[src/temp_sense_pkg.sv]
/*
  Shared constants and types for the temperature and battery sense readout.
  Assumes a 20 MHz system clock; conversion slot lengths are derived from it.
*/
package temp_sense_pkg;
  // Register offsets.
  localparam logic [7:0] CFG_ONE_ADDR = 8'h00;
  localparam logic [7:0] CFG_THREE_ADDR = 8'h07;
  localparam logic [7:0] LOCAL_TEMP_ADDR = 8'h1F;
  // Field positions.
  localparam int START_BIT = 0;
  localparam int REF_HIGH_BIT = 2;
  localparam int PAIR2_AUX_BIT = 3;
  // Reset values.
  localparam logic [7:0] CFG_ONE_RESET = 8'h00;
  localparam logic [7:0] CFG_THREE_RESET = 8'h00;
  localparam logic [7:0] VALUE_RESET = 8'h00;
  // Averaging depth and its shift.
  localparam logic [3:0] AVG_LAST = 4'hF;
  localparam int AVG_SHIFT = 4;
  // Timing, in nanoseconds, and derived cycle counts.
  localparam int CLK_PERIOD_NS = 50;
  localparam int ANALOG_SLOT_NS = 711000;
  localparam int REMOTE_SLOT_NS = 2140000;
  localparam int ANALOG_SLOT_CYC = ANALOG_SLOT_NS / CLK_PERIOD_NS;
  localparam int REMOTE_SLOT_CYC = REMOTE_SLOT_NS / CLK_PERIOD_NS;

  typedef enum logic [2:0] {
    CH_REMOTE1,
    CH_REMOTE2,
    CH_AUX8,
    CH_AUX9,
    CH_BATTERY,
    CH_LOCAL
  } channel_e;

  typedef enum logic {
    ST_IDLE,
    ST_CONVERT
  } state_e;
endpackage

[src/sample_averager.sv]
/*
  Accumulates sixteen signed byte samples and delivers their mean.
  Assumes samples arrive as single-cycle strobes on the same clock.
*/
`timescale 1ns/100ps
module sample_averager
  import temp_sense_pkg::*;
(
  // Clock and reset.
  input wire logic clk_sys,
  input wire logic nrst,
  // Sample side.
  input wire logic clear,
  input wire logic sampleValid,
  input wire logic [7:0] sample,
  // Result side.
  output logic [7:0] avgValue,
  output logic avgValid,
  output logic [3:0] sampleCount
);
  logic signed [11:0] sum;
  logic signed [11:0] next_sum;
  logic signed [11:0] total;
  logic [3:0] next_sampleCount;
  logic [7:0] next_avgValue;
  logic next_avgValid;

  always_comb begin
    total = sum + {{4{sample[7]}}, sample};
    next_sum = sum;
    next_sampleCount = sampleCount;
    next_avgValue = avgValue;
    next_avgValid = 1'b0;
    if (clear) begin
      next_sum = '0;
      next_sampleCount = '0;
    end else if (sampleValid) begin
      if (sampleCount == AVG_LAST) begin
        // Arithmetic shift keeps the two's-complement sign of the mean.
        next_avgValue = 8'(total >>> AVG_SHIFT);
        next_avgValid = 1'b1;
        next_sum = '0;
        next_sampleCount = '0;
      end else begin
        next_sum = total;
        next_sampleCount = sampleCount + 4'h1;
      end
    end
  end

  always_ff @(posedge clk_sys or negedge nrst) begin
    if (!nrst) begin
      sum <= '0;
      sampleCount <= '0;
      avgValue <= VALUE_RESET;
      avgValid <= 1'b0;
    end else begin
      sum <= next_sum;
      sampleCount <= next_sampleCount;
      avgValue <= next_avgValue;
      avgValid <= next_avgValid;
    end
  end

  // Sixteen samples per mean.
  property p_sixteenSamples;
    @(posedge clk_sys) disable iff (!nrst)
    avgValid |-> $past(sampleCount) == AVG_LAST && $past(sampleValid) && !$past(clear);
  endproperty
  a_sixteenSamples: assert property (p_sixteenSamples) else $error("Mean without 16 samples.");
endmodule

[src/temp_sense_readout.sv]
/*
  Sequences battery, diode and on-chip temperature conversions and holds results.
  Assumes an on-chip converter on the same clock presenting adcSample continuously.
*/
`timescale 1ns/100ps
// Function
// - The battery divider leg is connected only during a battery conversion slot.
// - Channels are converted round-robin, each result normally the mean of 16 samples.
// - The battery reading is one unaveraged conversion lasting one analog slot.
// - Bit 2 of config_three selects the high reference level when set.
// - Each on-chip temperature mean is stored as a signed byte in local_temp_value.
// - Temperatures are one degree per count from -128 to +127.
// - Bit 3 of config_one makes the second pair a diode input when 0, aux inputs when 1.
// - The first diode pair is always a remote temperature channel.
// - Remote conversions alternate base and multiplied bias and use the voltage difference.
// - Remote results are 8-bit two's-complement means of 16 measurements.
// - A remote conversion slot is given 2.14 ms.
// - Stored temperatures use 80h for -128, 00h for zero and 7Fh for +127.
// - Setting start in config_one runs conversions until software clears it.
// - The second pair is converted both ways every cycle; only the matching result is kept.
module temp_sense_readout
  import temp_sense_pkg::*;
#(
  parameter logic [15:0] ANALOG_SLOT_CYCLES = 16'(ANALOG_SLOT_CYC),
  parameter logic [15:0] REMOTE_SLOT_CYCLES = 16'(REMOTE_SLOT_CYC)
)(
  // Clock and reset.
  input wire logic clk_sys,
  input wire logic nrst,
  // Register port.
  input wire logic [7:0] regAddr,
  input wire logic regWrEn,
  input wire logic [7:0] regWrData,
  output logic [7:0] regRdData,
  // Converter side.
  input wire logic [7:0] adcSample,
  output temp_sense_pkg::channel_e adcChannel,
  output logic biasHigh,
  output logic batteryLegConnect,
  output logic refHighSel,
  output logic measuring,
  // Results.
  output logic [7:0] remote1Temp,
  output logic [7:0] remote2Temp,
  output logic [7:0] auxAnalogInputEight,
  output logic [7:0] auxAnalogInputNine,
  output logic [7:0] batteryValue
);
  localparam logic [15:0] REMOTE_HALF = REMOTE_SLOT_CYCLES >> 1;

  state_e state, next_state;
  channel_e next_adcChannel, resultChannel, next_resultChannel;
  logic [15:0] slotCnt, next_slotCnt;
  logic [7:0] cfgOne, next_cfgOne, cfgThree, next_cfgThree;
  logic [7:0] localTemp, next_localTemp, lowSample, next_lowSample;
  logic [7:0] next_regRdData, next_remote1Temp, next_remote2Temp;
  logic [7:0] next_aux8, next_aux9, next_batteryValue;
  logic [7:0] sampleToAvg, avgValue;
  logic [3:0] sampleCount;
  logic sampleValid, avgClear, avgValid, isRemote, slotEnd;

  assign isRemote = adcChannel == CH_REMOTE1 || adcChannel == CH_REMOTE2;
  assign slotEnd = state == ST_CONVERT && slotCnt == 16'h0000;
  assign measuring = state == ST_CONVERT;
  // Battery leg gating.
  assign batteryLegConnect = measuring && adcChannel == CH_BATTERY;
  // Reference level select.
  assign refHighSel = cfgThree[REF_HIGH_BIT];
  // Bias alternation: base current first half, multiplied current second half.
  assign biasHigh = measuring && isRemote && slotCnt < REMOTE_HALF;

  sample_averager u_avg (
    .clk_sys(clk_sys),
    .nrst(nrst),
    .clear(avgClear),
    .sampleValid(sampleValid),
    .sample(sampleToAvg),
    .avgValue(avgValue),
    .avgValid(avgValid),
    .sampleCount(sampleCount)
  );

  always_comb begin
    next_cfgOne = cfgOne;
    next_cfgThree = cfgThree;
    if (regWrEn && regAddr == CFG_ONE_ADDR) begin
      next_cfgOne = regWrData;
    end else if (regWrEn && regAddr == CFG_THREE_ADDR) begin
      next_cfgThree = regWrData;
    end
    if (regAddr == CFG_ONE_ADDR) begin
      next_regRdData = cfgOne;
    end else if (regAddr == CFG_THREE_ADDR) begin
      next_regRdData = cfgThree;
    end else if (regAddr == LOCAL_TEMP_ADDR) begin
      next_regRdData = localTemp;
    end else begin
      next_regRdData = 8'h00;
    end
  end

  always_comb begin
    next_state = state;
    next_adcChannel = adcChannel;
    next_resultChannel = resultChannel;
    next_slotCnt = slotCnt;
    next_lowSample = lowSample;
    next_batteryValue = batteryValue;
    sampleValid = 1'b0;
    avgClear = 1'b0;
    // Remote samples are the multiplied-bias reading minus the base-bias one.
    sampleToAvg = isRemote ? 8'(adcSample - lowSample) : adcSample;
    case (state)
      ST_IDLE: begin
        avgClear = 1'b1;
        // Start bit launches the cycle from the first diode pair.
        if (cfgOne[START_BIT]) begin
          next_state = ST_CONVERT;
          next_adcChannel = CH_REMOTE1;
          next_slotCnt = REMOTE_SLOT_CYCLES - 16'h0001;
        end
      end
      ST_CONVERT: begin
        if (!cfgOne[START_BIT]) begin
          // Stop aborts at once so the battery leg is never left connected.
          next_state = ST_IDLE;
          avgClear = 1'b1;
        end else if (slotCnt != 16'h0000) begin
          next_slotCnt = slotCnt - 16'h0001;
          if (isRemote && slotCnt == REMOTE_HALF) begin
            next_lowSample = adcSample;
          end
        end else if (adcChannel == CH_BATTERY) begin
          // Single unaveraged battery conversion.
          next_batteryValue = adcSample;
          next_adcChannel = CH_LOCAL;
          next_slotCnt = ANALOG_SLOT_CYCLES - 16'h0001;
        end else begin
          sampleValid = 1'b1;
          // Sixteen slots per averaged channel, then move on round-robin.
          if (sampleCount == AVG_LAST) begin
            next_resultChannel = adcChannel;
            case (adcChannel)
              CH_REMOTE1: next_adcChannel = CH_REMOTE2;
              CH_REMOTE2: next_adcChannel = CH_AUX8;
              CH_AUX8: next_adcChannel = CH_AUX9;
              CH_AUX9: next_adcChannel = CH_BATTERY;
              default: next_adcChannel = CH_REMOTE1;
            endcase
          end
          // Remote slots get the longer diode conversion time.
          if (next_adcChannel == CH_REMOTE1 || next_adcChannel == CH_REMOTE2) begin
            next_slotCnt = REMOTE_SLOT_CYCLES - 16'h0001;
          end else begin
            next_slotCnt = ANALOG_SLOT_CYCLES - 16'h0001;
          end
        end
      end
      default: next_state = ST_IDLE;
    endcase
  end

  // Values change only on a completed mean, never mid-accumulation.
  always_comb begin
    next_localTemp = localTemp;
    next_remote1Temp = remote1Temp;
    next_remote2Temp = remote2Temp;
    next_aux8 = auxAnalogInputEight;
    next_aux9 = auxAnalogInputNine;
    if (avgValid) begin
      case (resultChannel)
        // signed byte, one degree per count.
        CH_LOCAL: next_localTemp = avgValue;
        // averaged diode byte.
        // First pair is always a diode channel.
        CH_REMOTE1: next_remote1Temp = avgValue;
        // Both views of the second pair are converted; keep the configured one.
        CH_REMOTE2: if (!cfgOne[PAIR2_AUX_BIT]) next_remote2Temp = avgValue;
        CH_AUX8: if (cfgOne[PAIR2_AUX_BIT]) next_aux8 = avgValue;
        CH_AUX9: if (cfgOne[PAIR2_AUX_BIT]) next_aux9 = avgValue;
        default: next_localTemp = localTemp;
      endcase
    end
  end

  always_ff @(posedge clk_sys or negedge nrst) begin
    if (!nrst) begin
      cfgOne <= CFG_ONE_RESET;
      cfgThree <= CFG_THREE_RESET;
      regRdData <= 8'h00;
      state <= ST_IDLE;
      adcChannel <= CH_REMOTE1;
      resultChannel <= CH_REMOTE1;
      slotCnt <= 16'h0000;
      lowSample <= VALUE_RESET;
      batteryValue <= VALUE_RESET;
      localTemp <= VALUE_RESET;
      remote1Temp <= VALUE_RESET;
      remote2Temp <= VALUE_RESET;
      auxAnalogInputEight <= VALUE_RESET;
      auxAnalogInputNine <= VALUE_RESET;
    end else begin
      cfgOne <= next_cfgOne;
      cfgThree <= next_cfgThree;
      regRdData <= next_regRdData;
      state <= next_state;
      adcChannel <= next_adcChannel;
      resultChannel <= next_resultChannel;
      slotCnt <= next_slotCnt;
      lowSample <= next_lowSample;
      batteryValue <= next_batteryValue;
      localTemp <= next_localTemp;
      remote1Temp <= next_remote1Temp;
      remote2Temp <= next_remote2Temp;
      auxAnalogInputEight <= next_aux8;
      auxAnalogInputNine <= next_aux9;
    end
  end

  property p_legIdle;
    @(posedge clk_sys) disable iff (!nrst)
    $rose(batteryLegConnect)
      |-> slotCnt == ANALOG_SLOT_CYCLES - 16'h0001 && $past(adcChannel) == CH_AUX9;
  endproperty
  a_legIdle: assert property (p_legIdle) else $error("Battery leg connected outside slot.");

  property p_batterySingle;
    @(posedge clk_sys) disable iff (!nrst)
    $fell(batteryLegConnect) && $past(cfgOne[START_BIT]) |-> batteryValue == $past(adcSample);
  endproperty
  a_batterySingle: assert property (p_batterySingle) else $error("Battery not single sample.");

  property p_refSelect;
    @(posedge clk_sys) disable iff (!nrst)
    regWrEn && regAddr == CFG_THREE_ADDR |=> refHighSel == $past(regWrData[REF_HIGH_BIT]);
  endproperty
  a_refSelect: assert property (p_refSelect) else $error("Reference select wrong.");

  property p_localStore;
    @(posedge clk_sys) disable iff (!nrst)
    avgValid && resultChannel == CH_LOCAL |=> localTemp == $past(avgValue);
  endproperty
  a_localStore: assert property (p_localStore) else $error("Local temperature not stored.");

  property p_stop;
    @(posedge clk_sys) disable iff (!nrst)
    !cfgOne[START_BIT] |=> state == ST_IDLE ##1 !batteryLegConnect;
  endproperty
  a_stop: assert property (p_stop) else $error("Conversion did not stop.");

  property p_pairKeep;
    @(posedge clk_sys) disable iff (!nrst)
    avgValid && resultChannel == CH_REMOTE2 && cfgOne[PAIR2_AUX_BIT] |=> $stable(remote2Temp);
  endproperty
  a_pairKeep: assert property (p_pairKeep) else $error("Discarded diode result stored.");

  property p_onlyComplete;
    @(posedge clk_sys) disable iff (!nrst)
    !$stable(remote1Temp) |-> $past(avgValid) && $past(resultChannel) == CH_REMOTE1;
  endproperty
  a_onlyComplete: assert property (p_onlyComplete) else $error("Partial value stored.");

  property p_biasRemote;
    @(posedge clk_sys) disable iff (!nrst)
    $rose(biasHigh) |-> isRemote && slotCnt == REMOTE_HALF - 16'h0001;
  endproperty
  a_biasRemote: assert property (p_biasRemote) else $error("Bias step misplaced.");

  property p_remoteSlot;
    @(posedge clk_sys) disable iff (!nrst)
    slotEnd && cfgOne[START_BIT] && next_adcChannel == CH_REMOTE2
      |=> slotCnt == REMOTE_SLOT_CYCLES - 16'h0001;
  endproperty
  a_remoteSlot: assert property (p_remoteSlot) else $error("Remote slot length wrong.");

  c_battery: cover property (@(posedge clk_sys) disable iff (!nrst) $fell(batteryLegConnect));
  c_local: cover property (@(posedge clk_sys) disable iff (!nrst)
    avgValid && resultChannel == CH_LOCAL);
  c_stop: cover property (@(posedge clk_sys) disable iff (!nrst) $fell(measuring));
endmodule

[config.mk]
export PLATFORM = sky130hd
export DESIGN_NAME = temp_sense_readout
export DESIGN_NICKNAME = d
export VERILOG_FILES = /design/src/temp_sense_pkg.sv /design/src/sample_averager.sv /design/src/temp_sense_readout.sv
export SDC_FILE = /design/constraint.sdc
export NUM_CORES = 1
export LEC_CHECK = 0
export ABC_CLOCK_PERIOD_IN_PS = 4000
export BUFFER_PORTS_ARGS = -buffer_cell sky130_fd_sc_hd__buf_2
export CAP_MARGIN = 20
export CELL_PAD_IN_SITES_DETAIL_PLACEMENT = 0
export CELL_PAD_IN_SITES_GLOBAL_PLACEMENT = 1
export CORE_MARGIN = 3
export CORE_UTILIZATION = 40
export CTS_BUF_LIST = sky130_fd_sc_hd__clkbuf_4
export DETAILED_ROUTE_END_ITERATION = 10
export PLACE_DENSITY = 0.69
export SETUP_SLACK_MARGIN = 0.1
export SYNTH_ARGS = -nofsm -noshare
export SYNTH_HDL_FRONTEND = slang
export SYNTH_SLANG_ARGS = --single-unit
[constraint.sdc]
create_clock -name clk_sys -period 4 [get_ports clk_sys]
set_clock_uncertainty 0.2 [all_clocks]
set_input_delay 0.8 -clock clk_sys [delete_from_list [all_inputs] [get_ports clk_sys]]
set_output_delay 0.8 -clock clk_sys [all_outputs]
set_load 0.03 [all_outputs]
==> out/metrics.csv <==
stage;metric;value;unit
cells_and_area;syn2layout_area_growth;21.9;%
route;vias_per_cell;5.18;
global_route;antenna_found_initial;0;
status;status;completed;
cells_and_area;final_core_utilization;0.500;
power_and_ir_drop;p_int;1.79;mW
power_and_ir_drop;p_total;2.54;mW
yosys;avgSynthCellArea;11.2;sq um
setup_path;critPathKind;reg -> reg;
power_and_ir_drop;clkPwrFrac;0.329;
sta;tightest_slew;1.12;ns
sta;relSlewSlack;0.253;
yosys;ys_types;60;
die;die_x;131;um
clock_tree;clkSlewWorstSetupHoldPaths;0.12;ns
yosys;yosysTopAreaCellShare;0.511;
route;drt-met1-wl;6790;um
route;vias;4744;
power_and_ir_drop;power-per-cell-area;333;nW/um^2
die;core_area;15300;sq um
yosys;yosys.area.top_type;dfrtp_1;
setup_path;cp_slowest_stage_delay;0.40;ns
clock_tree;ctsLongestPathBuffers;2;
cells_and_area;fin_nets;744;
setup_path;cp-end-kind;register;
yosys;synth_common_cells;dfrtp_1, mux2_2, nand2_1;
die;die-area;17200;sq um
setup_path;timing.rr.start;lowSample[1];
cells_and_area;final_area;7630;sq um
power_and_ir_drop;seq_power_share;0.563;
yosys;async_reset_ff_frac;1.00;
route;ant_nets;0;
yosys;synthesis.nets;614;
die;die_h;131;um
yosys;synth_edf_count;0;
die;initial_core_util;0.410;
sta;holdWs;0.0825;ns
sta;timing.fmax;270;MHz
global_route;grt_max_degree;76;
sta;rsz0062_at_grt;false;
sta;setup_viol;0;
cells_and_area;fillers;1397;
place;gp_congestion;0.833;
clock_tree;clkLatencyLatePin;0.53;ns
cells_and_area;post_route_cells_drive_above_1_share;0.372;
yosys;ys_top_cells_by_area;dfrtp_1, mux2_2, ha_1, nand2_1, o21ai_0;
power_and_ir_drop;swShare;0.294;
global_route;grt_pass1_vias;4779;
setup_path;crit_family;simple AND/OR/NAND/NOR gates;
yosys;ys.flop_type;dfrtp_1;
setup_path;cp_num_buf_inv;2;
yosys;synthCells;561;
clock_tree;cts_hold_buf;0;
clock_tree;cts_buffers;17;
power_and_ir_drop;leakagePower;3.88;nW
sta;hold_viol;0;
die;io_pins;82;
global_route;grt_pass1_wl;24000;um
power_and_ir_drop;peakVddDrop;194;uV
sta;post-route-period-util;0.924;
place;hpwlAfterDp;10300;um
power_and_ir_drop;p_sw;746;uW
clock_tree;htree_num_levels;4;
route;wl_per_cell;15.6;um
route;route.met3.wl;622;um
yosys;yosys_warnings;0;
setup_path;arrival;3.93;ns
setup_path;r2r-end;u_avg.avgValue[7];
yosys;synth_most_common_cell;dfrtp_1;
setup_path;path_cells;inv_1 > ha_1 > nor2b_1 > o31a_1 > or4_1 > and4_1 > or2_4 > ha_4 > a2111oi_2 > a21o_1 > buf_4 > xnor3_1 > mux2_4;
setup_path;worstPathMaxFanout;6;
place;portBuffers;81;
setup_path;required;4.23;ns
power_and_ir_drop;combPwrFrac;0.108;
cells_and_area;multi_input_area;3030;sq um
sta;fin_crit;3.70;ns
yosys;synth_seq_cells;128;
route;met2_length;6630;um
setup_path;cp_slowest_cell;or4_1;
setup_path;cp-start-kind;register;
route;topRoutingLayerUsed;met4;
setup_path;crit_start;lowSample[1];
place;postPlaceCellArea;7340;sq um
setup_path;worstRegToRegCells;13;
clock_tree;cts_root_buf;clkbuf_4;
route;first_iter_violations;233;
job;max-cap-violations;0;
route;finalWirelength;14300;um
route;drc;0;
setup_path;ff2ff_setup_slack;0.30;ns
die;rows;45;
clock_tree;clock_sinks;128;
route;dr.pass1.iters;5;
cells_and_area;antenna_cells;0;
min_path;hp-class;in -> async;
global_route;grt.overflow.total;0;
clock_tree;cts_tree;built;
sta;fin_setup_tns;0;ns
global_route;grt_util_all_layers;0.171;
yosys;ys_seq_area_frac;0.511;
sta;drv_slew;0;
cells_and_area;regArea;3200;sq um
yosys;synthesis.area;6260;sq um
-- worst register-to-register path: stages, from the launching register on --
cell	delay, ns
dfrtp_1	0.38
inv_1	0.12
ha_1	0.24
nor2b_1	0.14
o31a_1	0.31
or4_1	0.40
and4_1	0.18
or2_4	0.30
ha_4	0.27
a2111oi_2	0.30
a21o_1	0.20
buf_4	0.11
xnor3_1	0.20
mux2_4	0.26
-- final cells by class --
type,count,share of cell area
well taps,211,0.0346
multi-input cells,392,0.397
inverters,25,0.0139
repair buffers,127,0.100
clock inverters,15,0.0179
clock buffers,17,0.0167
flip-flops and latches,128,0.420
-- power by group through the flow --
| stage | Sequential [mW] | Combinational, mW | Clock (mW) |
|---|---|---|---|
| after global placement | 1.45 | 0.271 | 0 |
| after detailed placement | 1.45 | 0.277 | 0 |
| final | 1.43 | 0.274 | 0.836 |
| after CTS | 1.43 | 0.278 | 0.866 |
| after floorplan | 1.44 | 0.170 | 0 |
| after global routing | 1.44 | 0.312 | 0.928 |
-- sequential cells by signal, summed over array words and instances, names as in the netlist, 3 cells and up --
signal and cells:
adcChannel 3, auxAnalogInputNine 8, cfgOne 8, u_avg.sampleCount 4, cfgThree 8, remote1Temp 8, auxAnalogInputEight 8, regRdData 8
slotCnt 16, u_avg.avgValue 8, batteryValue 8, resultChannel 3, lowSample 8, u_avg.sum 12, localTemp 8, remote2Temp 8
-- kinds of logic (layout without fill, tap and decap cells) --
logic type / count (synthesis) / after routing / synth area share
simple gates: 161 / 161 / 0.128
flops: 128 / 128 / 0.511
compound gates: 111 / 111 / 0.117
mux: 70 / 70 / 0.126
buf+inv: 41 / 184 / 0.0264
fa+ha+maj: 26 / 26 / 0.0543
xor+xnor: 24 / 24 / 0.0358
-- layer usage --
layer | up-vias | GRT usage
met3 | 20 | 0.0406
met1 | 2337 | 0.234
li1 | 2282 | -
met5 | - | 0
met2 | 105 | 0.271
met4 | 0 | 0.0537
-- timing repair --
item,CTS,global route
resized for setup,0,4
endpoints found under the setup margin,0,3
setup buffers,0,1
-- worst max path at each step --
stage,end,slack (ns),depth (start not counted)
2_1_floorplan,u_avg.sum[11],0.09,18
3_3_place_gp,u_avg.sum[11],-0.21,17
5_1_grt,u_avg.sum[11],0.1,17
3_5_place_dp,u_avg.sum[11],-0.25,17
6_report,u_avg.avgValue[7],0.30,13
4_1_cts,u_avg.sum[11],0.27,15
-- placed cells by master (no fill, tap or decap), drive strengths merged, types with 4 or more instances in the layout --
cell type / synthesis / layout
xor2: 7 / 7
nor3: 14 / 14
or4: 6 / 6
o21ai: 43 / 43
ha: 24 / 24
dfrtp: 128 / 128
clkinv: 0 / 5
nand3: 8 / 8
a22o: 5 / 5
nand2: 67 / 67
a31oi: 5 / 5
clkbuf: 12 / 17
a21oi: 21 / 21
a21o: 8 / 8
nor3b: 5 / 5
inv: 25 / 29
mux2: 70 / 70
nand4: 8 / 8
buf: 4 / 127
and2: 5 / 5
nor2: 25 / 25
a222oi: 8 / 8
xnor2: 16 / 16
clkinvlp: 0 / 5
or3: 4 / 4
-- per-stage QoR --
step                      setup WS [ns]  instances
after global routing             0.0974        915
after detailed placement         -0.250        882
after global placement           -0.207        882
after floorplan                  0.0874        561
final                             0.302        915
after CTS                         0.273        914
No activity file was read; power rests on OpenSTA's default activity.
